--- src/shared/rsac_pkg.sv ---
/*
  Constants for the seconds/alarm clock core: register byte addresses,
  control field positions, divider and update-cycle counts.
  Assumes a 32-bit APB with full byte addresses on paddr.
*/
package rsac_pkg;

  localparam logic [31:0] RSAC_ADDR_CTRL    = 32'h700CC000;
  localparam logic [31:0] RSAC_ADDR_ALARM   = 32'h700CC004;
  localparam logic [31:0] RSAC_ADDR_SECONDS = 32'h700CC008;
  localparam logic [31:0] RSAC_ADDR_DIVIDER = 32'h700CC00C;

  localparam int RSAC_CNT_W = 29;
  localparam int RSAC_DIV_W = 15;

  // Control register field positions; RSAC_B_UPDATE_BUSY is a seconds read bit
  localparam int RSAC_B_CLK_SEL      = 0;
  localparam int RSAC_B_COUNT_EN     = 1;
  localparam int RSAC_B_ALARM_FLAG   = 2;
  localparam int RSAC_B_BAD_WRITE    = 3;
  localparam int RSAC_B_EXT_CLK_SEL  = 4;
  localparam int RSAC_B_CLKOUT_EN    = 5;
  localparam int RSAC_B_CLKOUT_MODE  = 6;
  localparam int RSAC_B_OSC_POWER    = 7;
  localparam int RSAC_B_ALARM_EN     = 9;
  localparam int RSAC_B_ALARM_MODE   = 10;
  localparam int RSAC_B_UPDATE_BUSY  = 31;

  // Writable, stored control bits (flags handled apart)
  localparam logic [31:0] RSAC_CTRL_WMASK = 32'h000006F3;

  localparam logic [14:0] RSAC_DIV_MAX    = 15'h7FFF;
  localparam logic [14:0] RSAC_DIV_ZERO   = 15'h0000;
  // Update cycle length in RTC clock periods
  localparam logic [2:0]  RSAC_UPD_CYCLES = 3'h4;
  localparam logic [2:0]  RSAC_UPD_IDLE   = 3'h0;

endpackage : rsac_pkg

--- src/hdl/rsac_sync.sv ---
/*
  Two-flop synchroniser for a bundle of unrelated pin levels.
  Assumes each bit is an independent slow level or clock below CORE_CLK/4.
*/
`timescale 1ns/10ps
module rsac_sync #(
  parameter int WIDTH = 3
) (
  input  wire logic             clk,
  input  wire logic             nrst,
  input  wire logic [WIDTH-1:0] async_in,
  output logic      [WIDTH-1:0] sync_out
);

  logic [WIDTH-1:0] meta_reg;

  always_ff @(posedge clk or negedge nrst)
  begin
    if (!nrst)
    begin
      meta_reg <= '0;
      sync_out <= '0;
    end
    else
    begin
      meta_reg <= async_in;
      sync_out <= meta_reg;
    end
  end

endmodule : rsac_sync

--- src/hdl/rsac_pin_ctrl.sv ---
/*
  Three-state pin control: direct enable bit or follow the reset pin.
  Assumes rst_pin_s is already synchronised; oe_n low means driving.
*/
`timescale 1ns/10ps
module rsac_pin_ctrl (
  input  wire logic clk,
  input  wire logic nrst,
  input  wire logic mode_bit,
  input  wire logic enable_bit,
  input  wire logic rst_pin_s,
  input  wire logic value,
  output logic      pin_out,
  output logic      pin_oe_n
);

  logic drive;

  assign drive = mode_bit ? rst_pin_s : enable_bit;

  always_ff @(posedge clk or negedge nrst)
  begin
    if (!nrst)
    begin
      pin_out  <= 1'b1;
      pin_oe_n <= 1'b1;
    end
    else
    begin
      pin_out  <= value;
      pin_oe_n <= !drive;
    end
  end

endmodule : rsac_pin_ctrl

--- src/hdl/rsac_core.sv ---
/*
  Seconds/alarm real-time clock core with APB register access, a 15-bit
  sub-second divider, 29-bit seconds counter, alarm compare and two
  three-state pins. Assumes one core clock; crystal, oscillator and reset
  pins arrive asynchronously and are far slower than CORE_CLK.
*/
// The APB register port was chosen for this implementation.
// Summary of operation
// - Mode 0: alarm pin follows enable bit
// - Mode 1: alarm pin follows reset pin
// - Mode 0: clock pin follows enable bit
// - Mode 1: clock pin follows reset pin
// - Alarm equal to seconds requests interrupt
// - Alarm match sets alarm status flag
// - Alarm register holds 29-bit seconds
// - Seconds counter advances once per second
// - Read shows busy bit during update
// - Divider counts 1/32768 second input clocks
// - Control bits choose divider clock source
// - Seconds write clears the divider
// - Divider writable only while counting disabled
// - Divider write while counting flags error
// - Seconds write during update flags, interrupts
// - Status flags clear by writing one
// - Core reset leaves clock registers untouched
// - Select bits: system, oscillator, external clock
`timescale 1ns/10ps
module rsac_core (
  input  wire logic        CORE_CLK,
  input  wire logic        NRST,
  input  wire logic        PSEL,
  input  wire logic        PENABLE,
  input  wire logic        PWRITE,
  input  wire logic [31:0] PADDR,
  input  wire logic [31:0] PWDATA,
  output logic      [31:0] PRDATA,
  output logic             PREADY,
  output logic             PSLVERR,
  input  wire logic        XTAL_IN,
  input  wire logic        OSC_CLK_IN,
  input  wire logic        CHIP_RESET_PIN_N,
  output logic             CLOCK_IRQ_LINE,
  output logic             OSC_POWER,
  output logic             ALARM_OUT_N,
  output logic             ALARM_OUT_N_OE_N,
  output logic             CLK_OUT_32K,
  output logic             CLK_OUT_32K_OE_N
);
  import rsac_pkg::*;

  logic [31:0]           ctrl_reg;
  logic [RSAC_CNT_W-1:0] alarm_value_reg;
  logic [RSAC_CNT_W-1:0] count_value_reg;
  logic [RSAC_DIV_W-1:0] tick_count_reg;
  logic [2:0]            upd_cnt_reg;
  logic                  src_prev_reg;
  logic [31:0]           rdata_reg;
  logic                  addr_err_reg;
  logic [2:0]            pins_s;
  logic                  xtal_s;
  logic                  osc_s;
  logic                  rst_pin_s;
  logic                  src_level;
  logic                  tick;
  logic                  count_en;
  logic                  wrap;
  logic                  update_busy;
  logic                  wr_acc;
  logic                  wr_ctrl;
  logic                  wr_alarm;
  logic                  wr_sec;
  logic                  wr_div;
  logic                  sec_ok;
  logic                  sec_bad;
  logic                  div_ok;
  logic                  div_bad;
  logic                  alarm_hit;
  logic                  mapped;
  logic [RSAC_CNT_W-1:0] count_next;

  rsac_sync #(
    .WIDTH(3)
  ) u_sync (
    .clk      (CORE_CLK),
    .nrst     (NRST),
    .async_in ({CHIP_RESET_PIN_N, OSC_CLK_IN, XTAL_IN}),
    .sync_out (pins_s)
  );

  assign xtal_s    = pins_s[0];
  assign osc_s     = pins_s[1];
  assign rst_pin_s = pins_s[2];

  // Clock source: system clock gives a tick every cycle (test use)
  assign src_level = ctrl_reg[RSAC_B_EXT_CLK_SEL] ? xtal_s : osc_s;
  assign count_en  = ctrl_reg[RSAC_B_COUNT_EN];

  always_ff @(posedge CORE_CLK or negedge NRST)
  begin
    if (!NRST)
      src_prev_reg <= 1'b0;
    else
      src_prev_reg <= src_level;
  end

  assign tick = ctrl_reg[RSAC_B_CLK_SEL] ? (src_level && !src_prev_reg)
                                         : 1'b1;
  assign wrap = tick && count_en &&
                (tick_count_reg == RSAC_DIV_MAX);
  assign count_next  = count_value_reg + 29'h00000001;
  assign update_busy = (upd_cnt_reg != RSAC_UPD_IDLE);
  assign alarm_hit   = wrap && (count_next == alarm_value_reg);

  // APB decode; writes take effect in the access phase
  assign wr_acc   = PSEL && PENABLE && PWRITE;
  assign wr_ctrl  = wr_acc && (PADDR == RSAC_ADDR_CTRL);
  assign wr_alarm = wr_acc && (PADDR == RSAC_ADDR_ALARM);
  assign wr_sec   = wr_acc && (PADDR == RSAC_ADDR_SECONDS);
  assign wr_div   = wr_acc && (PADDR == RSAC_ADDR_DIVIDER);
  assign sec_ok   = wr_sec && !update_busy;
  assign sec_bad  = wr_sec && update_busy;
  assign div_ok   = wr_div && !count_en;
  assign div_bad  = wr_div && count_en;
  assign mapped   = (PADDR == RSAC_ADDR_CTRL) ||
                    (PADDR == RSAC_ADDR_ALARM) ||
                    (PADDR == RSAC_ADDR_SECONDS) ||
                    (PADDR == RSAC_ADDR_DIVIDER);

  assign PREADY  = PSEL && PENABLE;
  assign PSLVERR = PSEL && PENABLE && addr_err_reg;
  assign PRDATA  = rdata_reg;

  // Clock registers are on the backup supply: no core reset here
  always_ff @(posedge CORE_CLK)
  begin
    if (wr_ctrl)
      ctrl_reg[10:4] <= PWDATA[10:4] & RSAC_CTRL_WMASK[10:4];
    if (wr_ctrl)
      ctrl_reg[1:0] <= PWDATA[1:0];
    ctrl_reg[31:11] <= '0;
    ctrl_reg[8]     <= 1'b0;
    // Set beats the write-one clear in the same cycle
    if (alarm_hit)
      ctrl_reg[RSAC_B_ALARM_FLAG] <= 1'b1;
    else if (wr_ctrl && PWDATA[RSAC_B_ALARM_FLAG])
      ctrl_reg[RSAC_B_ALARM_FLAG] <= 1'b0;
    if (div_bad || sec_bad)
      ctrl_reg[RSAC_B_BAD_WRITE] <= 1'b1;
    else if (wr_ctrl && PWDATA[RSAC_B_BAD_WRITE])
      ctrl_reg[RSAC_B_BAD_WRITE] <= 1'b0;
  end

  always_ff @(posedge CORE_CLK)
  begin
    if (wr_alarm)
      alarm_value_reg <= PWDATA[RSAC_CNT_W-1:0];
  end

  always_ff @(posedge CORE_CLK)
  begin
    if (sec_ok)
      count_value_reg <= PWDATA[RSAC_CNT_W-1:0];
    else if (wrap)
      count_value_reg <= count_next;
  end

  always_ff @(posedge CORE_CLK)
  begin
    if (sec_ok)
      tick_count_reg <= RSAC_DIV_ZERO;
    else if (div_ok)
      tick_count_reg <= PWDATA[RSAC_DIV_W-1:0];
    else if (tick && count_en)
      tick_count_reg <= tick_count_reg + 15'h0001;
  end

  // Update window spans four source clock periods after a wrap
  always_ff @(posedge CORE_CLK or negedge NRST)
  begin
    if (!NRST)
      upd_cnt_reg <= RSAC_UPD_IDLE;
    else if (wrap)
      upd_cnt_reg <= RSAC_UPD_CYCLES;
    else if (tick && update_busy)
      upd_cnt_reg <= upd_cnt_reg - 3'h1;
  end

  // Read data captured in the setup phase, held through the access
  always_ff @(posedge CORE_CLK or negedge NRST)
  begin
    if (!NRST)
    begin
      rdata_reg    <= 32'h00000000;
      addr_err_reg <= 1'b0;
    end
    else if (PSEL && !PENABLE)
    begin
      addr_err_reg <= !mapped;
      case (PADDR)
        RSAC_ADDR_CTRL:
          rdata_reg <= ctrl_reg;
        RSAC_ADDR_ALARM:
          rdata_reg <= {3'h0, alarm_value_reg};
        RSAC_ADDR_SECONDS:
          rdata_reg <= {update_busy, 2'h0, count_value_reg};
        RSAC_ADDR_DIVIDER:
          rdata_reg <= {17'h00000, tick_count_reg};
        default:
          rdata_reg <= 32'h00000000;
      endcase
    end
  end

  // Level request; the interrupt controller applies its own enable
  assign CLOCK_IRQ_LINE = ctrl_reg[RSAC_B_ALARM_FLAG] ||
                          ctrl_reg[RSAC_B_BAD_WRITE];
  assign OSC_POWER      = ctrl_reg[RSAC_B_OSC_POWER];

  rsac_pin_ctrl u_alarm_pin (
    .clk        (CORE_CLK),
    .nrst       (NRST),
    .mode_bit   (ctrl_reg[RSAC_B_ALARM_MODE]),
    .enable_bit (ctrl_reg[RSAC_B_ALARM_EN]),
    .rst_pin_s  (rst_pin_s),
    .value      (!ctrl_reg[RSAC_B_ALARM_FLAG]),
    .pin_out    (ALARM_OUT_N),
    .pin_oe_n   (ALARM_OUT_N_OE_N)
  );

  rsac_pin_ctrl u_clk_pin (
    .clk        (CORE_CLK),
    .nrst       (NRST),
    .mode_bit   (ctrl_reg[RSAC_B_CLKOUT_MODE]),
    .enable_bit (ctrl_reg[RSAC_B_CLKOUT_EN]),
    .rst_pin_s  (rst_pin_s),
    .value      (src_level),
    .pin_out    (CLK_OUT_32K),
    .pin_oe_n   (CLK_OUT_32K_OE_N)
  );
endmodule : rsac_core

--- config.mk ---
export PLATFORM = sky130hd
export DESIGN_NAME = rsac_core
export DESIGN_NICKNAME = d
export VERILOG_FILES = /design/src/shared/rsac_pkg.sv /design/src/hdl/rsac_sync.sv /design/src/hdl/rsac_pin_ctrl.sv /design/src/hdl/rsac_core.sv
export SDC_FILE = /design/constraint.sdc
export NUM_CORES = 1
export LEC_CHECK = 0
export ABC_AREA = 0
export BUFFER_PORTS_ARGS = -buffer_cell sky130_fd_sc_hd__buf_2
export CAP_MARGIN = 20
export CELL_PAD_IN_SITES_DETAIL_PLACEMENT = 1
export CELL_PAD_IN_SITES_GLOBAL_PLACEMENT = 1
export CORE_MARGIN = 2
export CORE_UTILIZATION = 30
export CTS_CLUSTER_SIZE = 28
export DETAILED_ROUTE_END_ITERATION = 10
export PLACE_DENSITY = 0.58
export SETUP_SLACK_MARGIN = 0.15
export SKIP_LAST_GASP = 1
export SYNTH_ARGS = -nofsm -noshare
export SYNTH_HDL_FRONTEND = slang
export SYNTH_SLANG_ARGS = --single-unit
--- constraint.sdc ---
create_clock -name CORE_CLK -period 5.4 [get_ports CORE_CLK]
set_input_delay 0.27 -clock CORE_CLK [delete_from_list [all_inputs] [get_ports CORE_CLK]]
set_output_delay 0.27 -clock CORE_CLK [all_outputs]
set_load 0.01 [all_outputs]
==> results of run 1 <==
## metrics by stage
| step | hold WS, ns | area [um2] | util (%) | setup WS, ns |
|---|---|---|---|---|
| after CTS | 0.0152 | 8520 | 36.6 | 2.17 |
| after floorplan | -0.0256 | 7040 | - | 2.61 |
| after global placement | 0.335 | 7880 | 33.9 | 2.11 |
| after global routing | 0.0128 | 8550 | 36.8 | 1.94 |
| after detailed placement | 0.336 | 7880 | 33.9 | 2.09 |
| final | 0.0305 | 8550 | 36.8 | 2.20 |
## cell usage in the layout (no fill, tap or decap), types with 12 or more instances in the layout
| cell | count |
|---|---|
| sky130_fd_sc_hd__nand4_1 | 13 |
| sky130_fd_sc_hd__a21oi_1 | 32 |
| sky130_fd_sc_hd__xor2_1 | 19 |
| sky130_fd_sc_hd__xnor2_1 | 34 |
| sky130_fd_sc_hd__buf_2 | 106 |
| sky130_fd_sc_hd__a22oi_1 | 20 |
| sky130_fd_sc_hd__dfrtp_1 | 41 |
| sky130_fd_sc_hd__nand2_1 | 78 |
| sky130_fd_sc_hd__dfxtp_1 | 17 |
| sky130_fd_sc_hd__edfxtp_1 | 66 |
| sky130_fd_sc_hd__o21ai_0 | 49 |
| sky130_fd_sc_hd__a221oi_1 | 14 |
| sky130_fd_sc_hd__nand3_1 | 26 |
| sky130_fd_sc_hd__nor2_1 | 59 |
| sky130_fd_sc_hd__buf_4 | 12 |
| sky130_fd_sc_hd__mux2i_1 | 16 |
| sky130_fd_sc_hd__clkbuf_16 | 20 |
## power breakdown
group / switching [mW] / internal [mW]
sequential: 0.0105 / 1.04
combinational: 0.0701 / 0.0484
clock: 0.467 / 0.722
total: 0.547 / 1.81
## final cells by class
type / instances / area (um2) / share of cell area, %
Antenna cell: 1 / 2.50 / 0.0293
Clock buffer: 20 / 500 / 5.85
Clock inverter: 12 / 116 / 1.36
Inverter: 10 / 37.5 / 0.439
Multi-Input combinational cell: 512 / 3360 / 39.3
Sequential cell: 128 / 3450 / 40.4
Tap cell: 319 / 399 / 4.67
Timing Repair Buffer: 123 / 681 / 7.96
## timing repair
item	CTS	global route
gates resized for setup	0	0
hold buffers	3	1
endpoints found under the hold margin	3	8
## routing by layer
metal | share of wire [%] | GRT usage [%]
met1 | 47 | 24.9
met2 | 47 | 30.9
met3 | 4.7 | 3.74
met4 | 1.2 | 5.41
met5 | 0 | 0
## worst paths after layout
kind,start,to,slack (ns),depth (start not counted)
max in group asynchronous,NRST,u_alarm_pin.pin_out$_DFF_PN1_,4.59,3
min reg2reg,u_sync.meta_reg[2]$_DFF_PN0_,u_sync.sync_out[2]$_DFF_PN0_,0.35,0
max reg2reg,count_value_reg[2]$_DFFE_PP_,ctrl_reg[2]$_SDFFE_PP1P_,2.20,7
min in group asynchronous,NRST,u_sync.meta_reg[0]$_DFF_PN0_,0.25,2
min,PWDATA[20],alarm_value_reg[20]$_DFFE_PP_,0.03,1
max,count_value_reg[2]$_DFFE_PP_,ctrl_reg[2]$_SDFFE_PP1P_,2.20,7
## kinds of logic (layout without fill, tap and decap cells)
family | after synthesis | in the layout | synth area share (%)
other cells | 1 | 3 | 0.0533
flops | 128 | 128 | 49.1
mux | 24 | 24 | 3.56
xor+xnor | 58 | 58 | 8.21
compound gates | 157 | 157 | 14.4
fa+ha+maj | 4 | 4 | 0.711
simple gates | 267 | 267 | 20.6
buf+inv | 54 | 165 | 3.41
==> metrics list, run 1 <==
- Synthesized instance count: 693
* Category of the critical setup timing path: reg2reg
- Across the VDD grid, the largest voltage drop is 0.155 mV.
* Number of buffers added by the clock tree synthesis step: 17
- Violation count after the first detailed-routing iteration: 326
* Number of flip-flops under the largest register name: 30
- Layout Skew: 0.00800 ns
- The initial antenna violation count is 1.
- Power spread over the standard cell area amounts to 275 mW/mm2.
- Ranked by instance count, the synthesized netlist is headed by sky130_fd_sc_hd__nand2_1 (78), sky130_fd_sc_hd__edfxtp_1 (66), sky130_fd_sc_hd__nor2_1 (59).
- Standard-cell rows: 56
* Time the worst path needs with I/O delays and setup: 3.20 ns
- Cell total after placement: 1087
* Max Clk Rate: 312 MHz
- The largest single stage delay on the critical path is 0.60 ns.
* Ys async rst share: 35.2%
- Hpwl dp: 16.7 mm
- RSZ-0062 raised after global routing: no
* Primary flip-flop cell chosen by synthesis mapping: sky130_fd_sc_hd__edfxtp_1
- After synthesis, flip-flops and latches occupy 49.1% of the total area.
- The count of final hold-check violations came to 0.
- Via count: 5834
- The worst pin sits at a relative slew slack of 34.9%.
* Mean Syn Cell Area: 10.2 um2
- The count of buffers added on input and output ports is 106.
- Top cells by area in the synthesized netlist: sky130_fd_sc_hd__edfxtp_1 (28%), sky130_fd_sc_hd__dfrtp_1 (15%), sky130_fd_sc_hd__dfxtp_1 (4.8%), sky130_fd_sc_hd__xnor2_1 (4.2%), sky130_fd_sc_hd__nand2_1 (4.2%)
- The final layout contains 868 nets.
- Total of warnings raised by yosys: 0
- Average vias per placed instance: 5.19
- Clock tree from TritonCTS: done
- Wire length of the first global-routing pass: 34.9 mm
- The cell sitting at the root of the clock tree is a sky130_fd_sc_hd__clkbuf_16.
* Number of non-filler instances in the completed layout: 1125
- Adding up every negative setup slack in the final design gives 0 ns.
- H-tree levels: 4
- Largest net degree at the start of global routing: 46
* Buffer levels on the longest clock path: 2
- The via count of the first global-routing pass is 6134.
- The later pin in the worst-skew pair is clocked with a latency of 0.43 ns.
- Setup violations remaining at the end of the flow were counted as 0.
- By instance count, the leading cell after synthesis is sky130_fd_sc_hd__nand2_1.
- The floorplan step set the die width to 157 um.
- After layout, the design draws a total of 2.36 mW.
- Post-synth cell types: 69
- Fillers: 2641
- Counting every sink on the clock net gives 128.
- The synthesized netlist occupies a cell area of 0.00704 mm2.
* Overflow left after global routing: 0
- For this design the top-level I/O count stands at 112.
* Worst-path cell chain: nand3_1 > nor4_1 > mux2_2 > a2111oi_0 > and4_1 > nand4_1 > o31ai_1
- Once the floorplan was initialized, standard cells occupied 30.3% of the core.
- The floorplan step set the die height to 157 um.
* Arrival time at the worst endpoint: 3.54 ns
- Portion of synthesized cell area occupied by the leading cell type: 28.2%
- Flops & latches, synth: 128
* Final cycle utilization of the critical path: 59.3%
- After clock tree synthesis, the clock-pin slew on the worst setup and hold paths is 0.06 ns.
* Classification of the worst-slack hold path: in2reg
- Broken down by cell family, the worst path's largest delay share belongs to simple AND/OR/NAND/NOR gates.
* Max Cap Violations: 0
* DRC violation count after routing: 0
* Actual transition at the worst max-transition pin: 0.975 ns
* All-layer global routing usage: 18.7%
- Cell taking the most area after synthesis: sky130_fd_sc_hd__edfxtp_1
- The floorplan step defined a core boundary enclosing 0.0233 mm2.
* Detail-routed net length per standard cell: 20.0 um
- Once detail routing completed, the nets flagged for antenna violations numbered 0.
* DRT Pass-1 Iters: 4
- Area growth from synthesis to layout: 21.5%
- Leakage Power: 3.30 nW
* Count of buffers added by post-CTS timing repair for setup: 0
- In this run the worst path has a maximum fanout of 15.
* Die Outline Area: 0.0247 mm2
- STA classifies the critical path endpoint as a register.
* Total count of max-transition violations in the final report: 0
- STA classifies the critical path startpoint as a register.
- The synthesized design contains 66 enable-type register cells.
- Data on the critical path is required at its endpoint by 5.74 ns.
* Outcome: complete, no violations
* WP buf/inv: 0
- Crit path max-delay cell type: sky130_fd_sc_hd__nor4_1
- Detailed-route wire length: 22.5 mm
- Placer congestion estimate: 0.852
* Fraction of final layout cells with drive strength greater than 1: 23.4%
No activity file was read; power rests on OpenSTA's default activity.
==> inputs of run 2 (changes only) <==
Clock period 5.4 ns to 2.99 ns, I/O delays scaled along.
==> metrics list, run 2 (same netlist as run 1, synthesis figures left out) <==
* Fraction of final layout cells with drive strength greater than 1: 24.6% (+1.3 points)
* Crit path max-delay cell type: sky130_fd_sc_hd__edfxtp_1
- Endpoint type of the worst setup path: register
- The placed wire-length estimate after detailed placement came to 17.3 mm (+4.0%).
* Initial Utilization: 30.3% (unchanged)
- The DRC violations left was 0 (unchanged).
* Hold path startpoint: PWDATA[9]
- Wire length on met1: 10.3 mm (-2.5%)
* Total core area: 0.0233 mm2 (unchanged)
* Arrival time at the worst endpoint: 2.92 ns (-0.62 ns)
- RSZ-0062 raised after global routing: no
- Power density cells: 467 mW/mm2 (+69%)
* Critical path startpoint category: register
* Final non-filler cell area: 0.00896 mm2 (+4.8%)
- Buffer levels on the longest clock path: 2 (unchanged)
- The number of iterations in the first detailed-routing pass came to 5 (+1).
- The total of fill cells in the finished design was 2689 (+1.8%).
- The final setup violation count is 0 (unchanged).
- Antenna-violating nets left: 0 (unchanged)
* Antenna violations before repair: 0 (-1)
* Worst-path clk slew: 0.06 ns (about the same)
- The largest net degree at the start of global routing was 46 (unchanged).
- Average vias per placed instance: 5.16 (-0.42%)
- Die Outline Area: 0.0247 mm2 (unchanged)
- Diode insertion count for antenna repair: 0 (-1)
* Wire length on met2: 10.6 mm (+0.10%)
- Launching element of the worst setup path: count_value_reg[1]$_DFFE_PP_
- The number of maximum-capacitance constraint violations was 0 (unchanged).
- Area of the multi-input gates: 0.00338 mm2 (+0.33%)
- The final wirelength was 22.7 mm (+0.92%).
- CTS placed an instance of sky130_fd_sc_hd__clkbuf_16 at the clock tree root.
* Maximum fanout along the worst path: 8 (-7)
- The post-detailed-placement cell area came to 0.00802 mm2 (+1.8%).
- Later-pin clock latency in the skew report: 0.42 ns (about the same)
* Via count: 6052 (+3.7%)
- Topmost layer with routed signal wires: met4
- The worst-case vdd ir drop was 0.252 mV (+62%).
* Total count of max-transition violations in the final report: 0 (unchanged)
* Number of buffers added by the clock tree synthesis step: 17 (unchanged)
- Most common cell after layout, fill and taps aside: sky130_fd_sc_hd__buf_2
- Number of clock sinks seen by CTS: 128 (unchanged)
- The number of placement rows is 56 (unchanged).
* Count of nets after finishing: 916 (+5.5%)
- Met3 wire length: 1.32 mm (+23%)
- The routed wirelength normalized by instance count was 19.3 um (-3.1%).
- The aggregate global-route resource usage is 18.8% (+0.030 points).
- Port Buf Inserts: 106 (unchanged)
- Placer congestion estimate: 0.844 (-0.86%)
- Traced cell by cell, the critical path runs through ha_1 > nand4_1 > buf_4 > nor4_2 > buf_4 > nand4_1 > xnor2_1 > mux2i_1 > a21oi_1 > o31ai_1.
- Maximum cell stage delay along the critical path: 0.44 ns (-0.16 ns)
- The leakage component of the power was 3.51 nW (+6.2%).
* Layout Skew: 0.00607 ns (-0.00193 ns)
- The CTS H-tree depth is 4 (unchanged).
* Clock tree from TritonCTS: done
- Die W: 157 um (unchanged)
- Launching point of the worst reg2reg path: count_value_reg[1]$_DFFE_PP_
- Wire length of the first global-routing pass: 35.3 mm (+1.1%)
- The min-delay analysis places its worst path in the category in2reg.
- Number of hold-slack violations in the final timing report: 0 (unchanged)
- The actual slew at the worst max-slew pin came to 0.643 ns (-0.331 ns).
- The area used by sequential logic in the layout came to 0.00345 mm2 (unchanged).
- Critical path required time: 3.30 ns (-2.44 ns)
* Outcome: complete, no violations
- The overflow left after global routing came to 0 (unchanged).
* Ports placed on the boundary: 112 (unchanged)
- Max Clk Rate: 382 MHz (+22%)
- Area growth from synthesis to layout: 27.3%
* Chip height: 157 um (unchanged)
- The post-route non-filler standard cell count was 1172 (+4.2%).
- The post-placement cell count came to 1106 (+1.7%).
* Most frequent cells in the layout: sky130_fd_sc_hd__buf_2 (106), sky130_fd_sc_hd__nand2_1 (78), sky130_fd_sc_hd__edfxtp_1 (66)
- The via count of the first global-routing pass is 6289 (+2.5%).
- The final period demand of the worst path is 2.62 ns (-0.585 ns).
- Setup Total Neg Slack: 0 ns (unchanged)
- Category of the critical setup timing path: reg2reg
* Number of flip-flops under the largest register name: 30 (unchanged)
* Violation count after the first detailed-routing iteration: 367 (+13%)
* Final cycle utilization of the critical path: 87.5% (+28 points)
- The headroom to the max-slew limit was 57.1% (+22 points).
-- run 2: changes by cell type in the layout (fill, tap and decap cells not counted), sizes merged --
cell         previous run  this run
dlygate4sd3             4        32
buf                   119       139
bufinv                  1         0
clkbuf                 20        21
diode                   1         0
-- run 2: area by class of cell --
cell class	count	share of cell area [%]
Sequential cell	128	38.5
Multi-Input combinational cell	512	37.7
Timing Repair Buffer	171	12.4
Clock buffer	21	5.74
Tap cell	319	4.45
Clock inverter	11	0.782
Inverter	10	0.419
-- run 2: final timing paths --
path                       cells past startpoint                       endpoint  slack [ns]
hold / removal                                 1          ctrl_reg[9]$_DFFE_PP_        0.04
setup / recovery                              10       ctrl_reg[2]$_SDFFE_PP1P_        0.37
max in group asynchronous                      3  u_alarm_pin.pin_out$_DFF_PN1_        2.32
setup reg to reg                              10       ctrl_reg[2]$_SDFFE_PP1P_        0.37
hold reg to reg                                0   u_sync.sync_out[1]$_DFF_PN0_        0.35
min in group asynchronous                      2   u_sync.meta_reg[2]$_DFF_PN0_        0.12
-- run 2: power breakdown --
part,internal [mW],switching (mW),leakage (nW)
sequential,1.88,0.0180,1.21
combinational,0.115,0.133,2.00
clock,1.23,0.810,0.296
-- run 2: worst max-delay path, delay by kind of cell, from the launching register on --
| kind | cells | cell delay (ns) |
|---|---|---|
| xor gates and xnor gates | 1 | 0.32 |
| DFF | 1 | 0.44 |
| and+or+nand+nor | 3 | 0.58 |
| AOI/OAI and AO/OA | 2 | 0.32 |
| adders and majority gates | 1 | 0.37 |
| muxes | 1 | 0.11 |
| buffers and inverters | 2 | 0.37 |
-- run 2: metal layers --
| layer | up-vias | global-route usage, % |
|---|---|---|
| li1 | 2843 | - |
| met1 | 3004 | 24.8 |
| met2 | 175 | 30.7 |
| met3 | 30 | 4.05 |
| met4 | 0 | 6.02 |
| met5 | - | 0 |
-- run 2: per-stage QoR --
| stage | worst slack, ns | utilization [%] | power, mW | hold WS, ns |
|---|---|---|---|---|
| after floorplan | 0.317 | - | 2.01 | -0.146 |
| after global placement | 0.413 | 34.5 | 2.14 | 0.258 |
| after detailed placement | 0.343 | 34.5 | 2.14 | 0.260 |
| after CTS | 0.251 | 38.4 | 4.22 | 0.0326 |
| after global routing | 0.202 | 38.5 | 4.32 | 0.0347 |
| final | 0.373 | 38.5 | 4.18 | 0.0371 |
-- run 2: repair_timing --
item,4_1_cts,5_1_grt
hold endpoints to repair,79,0
setup endpoints to repair,0,1
setup buffers,0,1
gates resized for setup,0,2
hold buffers,32,0
==> inputs of run 3 (changes only) <==
Settings changed: PLACE_DENSITY 0.58 to 0.61.
==> metrics list, run 3 (same netlist as run 1, synthesis figures left out) <==
- Category of the critical setup timing path: reg2reg
- Number of global-route vias before repair: 6138 (-2.4%)
- The initial DRC count was 383 (+4.4%).
* Root buffer selected by CTS: sky130_fd_sc_hd__clkbuf_16
- Die W: 157 um (unchanged)
- Max Clk Rate: 369 MHz (-3.5%)
- Critical path required time: 3.33 ns (+0.03 ns)
- The setup TNS after final layout is 0 ns (unchanged).
* Net switching fraction of the power: 23.5% (+0.47 points)
- Fraction of final layout cells with drive strength greater than 1: 24.7% (+0.088 points)
- The diode insertion count for antenna repair was 0 (unchanged).
- The min-delay analysis places its worst path in the category in2reg.
* Most frequent cells in the layout: sky130_fd_sc_hd__buf_2 (106), sky130_fd_sc_hd__nand2_1 (78), sky130_fd_sc_hd__edfxtp_1 (66)
* Relative slew margins: 58.6% (+1.5 points)
- Actual transition at the worst max-transition pin: 0.621 ns (-0.0229 ns)
- Chip height: 157 um (unchanged)
- End of the worst register-to-register path: ctrl_reg[2]$_SDFFE_PP1P_
- Number of flip-flops under the largest register name: 30 (unchanged)
* Hold-critical path endpoint: alarm_value_reg[2]$_DFFE_PP_
* Count of buffers added by post-CTS timing repair for setup: 0 (unchanged)
- The multi-input logic area is 0.00338 mm2 (about the same).
- The number of cells traversed by the worst register-to-register path is 8 (-2).
- The library cell used most frequently in the layout, excluding fill and tap cells, is sky130_fd_sc_hd__buf_2.
* VDD IR max: 0.372 mV (+48%)
- The switching power is 0.996 mW (+3.7%).
- The largest net degree at the start of global routing is 44 (-4.3%).
* Area growth from synthesis to layout: 27.6%
- Internal Dissipation: 3.25 mW (+0.99%)
- Later-pin clock latency in the skew report: 0.43 ns (about the same)
* Placer congestion estimate: 0.847 (+0.27%)
- The count of clock tree sinks came to 128 (unchanged).
- The worst register-to-register path begins at count_value_reg[0]$_DFFE_PP_.
- The DRC violations left is 0 (unchanged).
- The net total in the final layout is 917 (+0.11%).
- Hpwl dp: 17.0 mm (-1.6%)
- The maximum clock insertion buffer count is 2 (unchanged).
- Time the worst path needs with I/O delays and setup: 2.71 ns (+0.0939 ns)
- Detail-routed net length per standard cell: 19.4 um (+0.53%)
* Die Outline Area: 0.0247 mm2 (unchanged)
* H-tree levels: 4 (unchanged)
* Via count: 6020 (-0.53%)
- Leakage Power: 3.51 nW (about the same)
- The part of the total power dissipated in combinational logic is 5.9% (about the same).
- Flop-to-flop setup slack: 0.28 ns (-0.09 ns)
- The final max-slew violation count is 0 (unchanged).
- Total core area: 0.0233 mm2 (unchanged)
* Number of buffers added by the clock tree synthesis step: 17 (unchanged)
- Number of hold-slack violations in the final timing report: 0 (unchanged)
* DRT Pass-1 Iters: 5 (unchanged)
* Final cycle utilization of the critical path: 90.7% (+3.1 points)
- Outcome: complete, no violations
- The final setup violation count is 0 (unchanged).
* Worst-path clk slew: 0.06 ns (about the same)
* RSZ-0062 raised after global routing: no
- Hold path cells: 1 (unchanged)
* Hold path startpoint: PWDATA[2]
- The worst endpoint data arrival time came to 3.05 ns (+0.13 ns).
- STA classifies the critical path startpoint as a register.
* Wire length of the first global-routing pass: 35.2 mm (-0.22%)
- Average vias per placed instance: 5.13 (-0.61%)
* Antenna-violating nets left: 0 (unchanged)
- Storage cell area: 0.00345 mm2 (unchanged)
- Endpoint type of the worst setup path: register
- All-layer global routing usage: 18.9% (+0.12 points)
- The number of maximum-capacitance constraint violations came to 0 (unchanged).
- Initial Utilization: 30.3% (unchanged)
* Fillers: 2649 (-1.5%)
- Antenna violations before repair: 0 (unchanged)
- The power density relative to cell area came to 473 mW/mm2 (+1.4%).
* Layout Skew: 0.00761 ns (+0.00154 ns)
- The final wirelength came to 22.8 mm (+0.61%).
- TritonCTS built the clock tree.
- Worst hold margin: 0.0192 ns (-0.0180 ns)
* Ports placed on the boundary: 112 (unchanged)
- The number of placement rows came to 56 (unchanged).
* Port Buf Inserts: 106 (unchanged)
- Overflow left after global routing: 0 (unchanged)
- Sequential cell fraction of total power: 44.6% (-0.7 points)
* Maximum fanout along the worst path: 7 (-1)
* Relative contribution of the clock network to total power: 49.6% (+0.8 points)
## run 3: critical path: stages (launching register included)
cell	delay (ns)
sky130_fd_sc_hd__edfxtp_1	0.51
sky130_fd_sc_hd__ha_1	0.25
sky130_fd_sc_hd__nand4_1	0.32
sky130_fd_sc_hd__nor3_2	0.31
sky130_fd_sc_hd__xnor2_1	0.15
sky130_fd_sc_hd__a2111oi_0	0.48
sky130_fd_sc_hd__and4_1	0.30
sky130_fd_sc_hd__nand4_1	0.10
sky130_fd_sc_hd__o31ai_1	0.20
## run 3: final cells by class
cell class              instances  area share (%)
multi-input cells             512            37.6
flip-flops and latches        128            38.5
inverters                      10           0.418
clock buffers                  18            4.89
clock inverters                14            1.70
repair buffers                172            12.5
well taps                     319            4.45
## run 3: power by group through the flow
stage / Combinational (mW) / Sequential (mW) / Clock [mW]
6_report: 0.249 / 1.89 / 2.11
5_1_grt: 0.275 / 1.90 / 2.23
4_1_cts: 0.250 / 1.89 / 2.15
3_5_place_dp: 0.217 / 1.93 / 0
3_3_place_gp: 0.212 / 1.93 / 0
2_1_floorplan: 0.0777 / 1.93 / 0
## run 3: metrics by stage
| stage | setup slack (ns) | cell area, um2 | utilization (%) | cells | total power [mW] |
|---|---|---|---|---|---|
| 6_report | 0.279 | 8980 | 38.6 | 1173 | 4.25 |
| 5_1_grt | 0.134 | 8980 | 38.6 | 1173 | 4.40 |
| 4_1_cts | 0.353 | 8940 | 38.5 | 1172 | 4.29 |
| 3_5_place_dp | 0.387 | 8030 | 34.5 | 1108 | 2.15 |
| 3_3_place_gp | 0.433 | 8030 | 34.5 | 1108 | 2.14 |
| 2_1_floorplan | 0.317 | 7040 | - | 694 | 2.01 |
## run 3: worst max path at each step
stage               depth (start not counted)  slack (ns)                            to                         start
floorplan                                   8        0.32  count_value_reg[0]$_DFFE_PP_                     PADDR[31]
global placement                            9        0.43      ctrl_reg[2]$_SDFFE_PP1P_  count_value_reg[0]$_DFFE_PP_
detailed placement                          8        0.39      ctrl_reg[2]$_SDFFE_PP1P_  count_value_reg[0]$_DFFE_PP_
CTS                                         8        0.35      ctrl_reg[2]$_SDFFE_PP1P_  count_value_reg[0]$_DFFE_PP_
global route                                8        0.13      ctrl_reg[2]$_SDFFE_PP1P_  count_value_reg[0]$_DFFE_PP_
finish                                      8        0.28      ctrl_reg[2]$_SDFFE_PP1P_  count_value_reg[0]$_DFFE_PP_
## run 3: layer usage
layer | up-vias | wire length (um) | GRT usage [%]
met5 | - | 0 | 0
met4 | 0 | 343 | 5.06
met3 | 25 | 1180 | 4.27
met2 | 160 | 10800 | 30.6
met1 | 2985 | 10500 | 25.4
li1 | 2850 | - | -
## run 3: what timing repair did
action	in CTS	in global routing
resized for setup	0	2
hold buffers	32	0
setup endpoints to repair	0	1
endpoints found under the hold margin	69	0
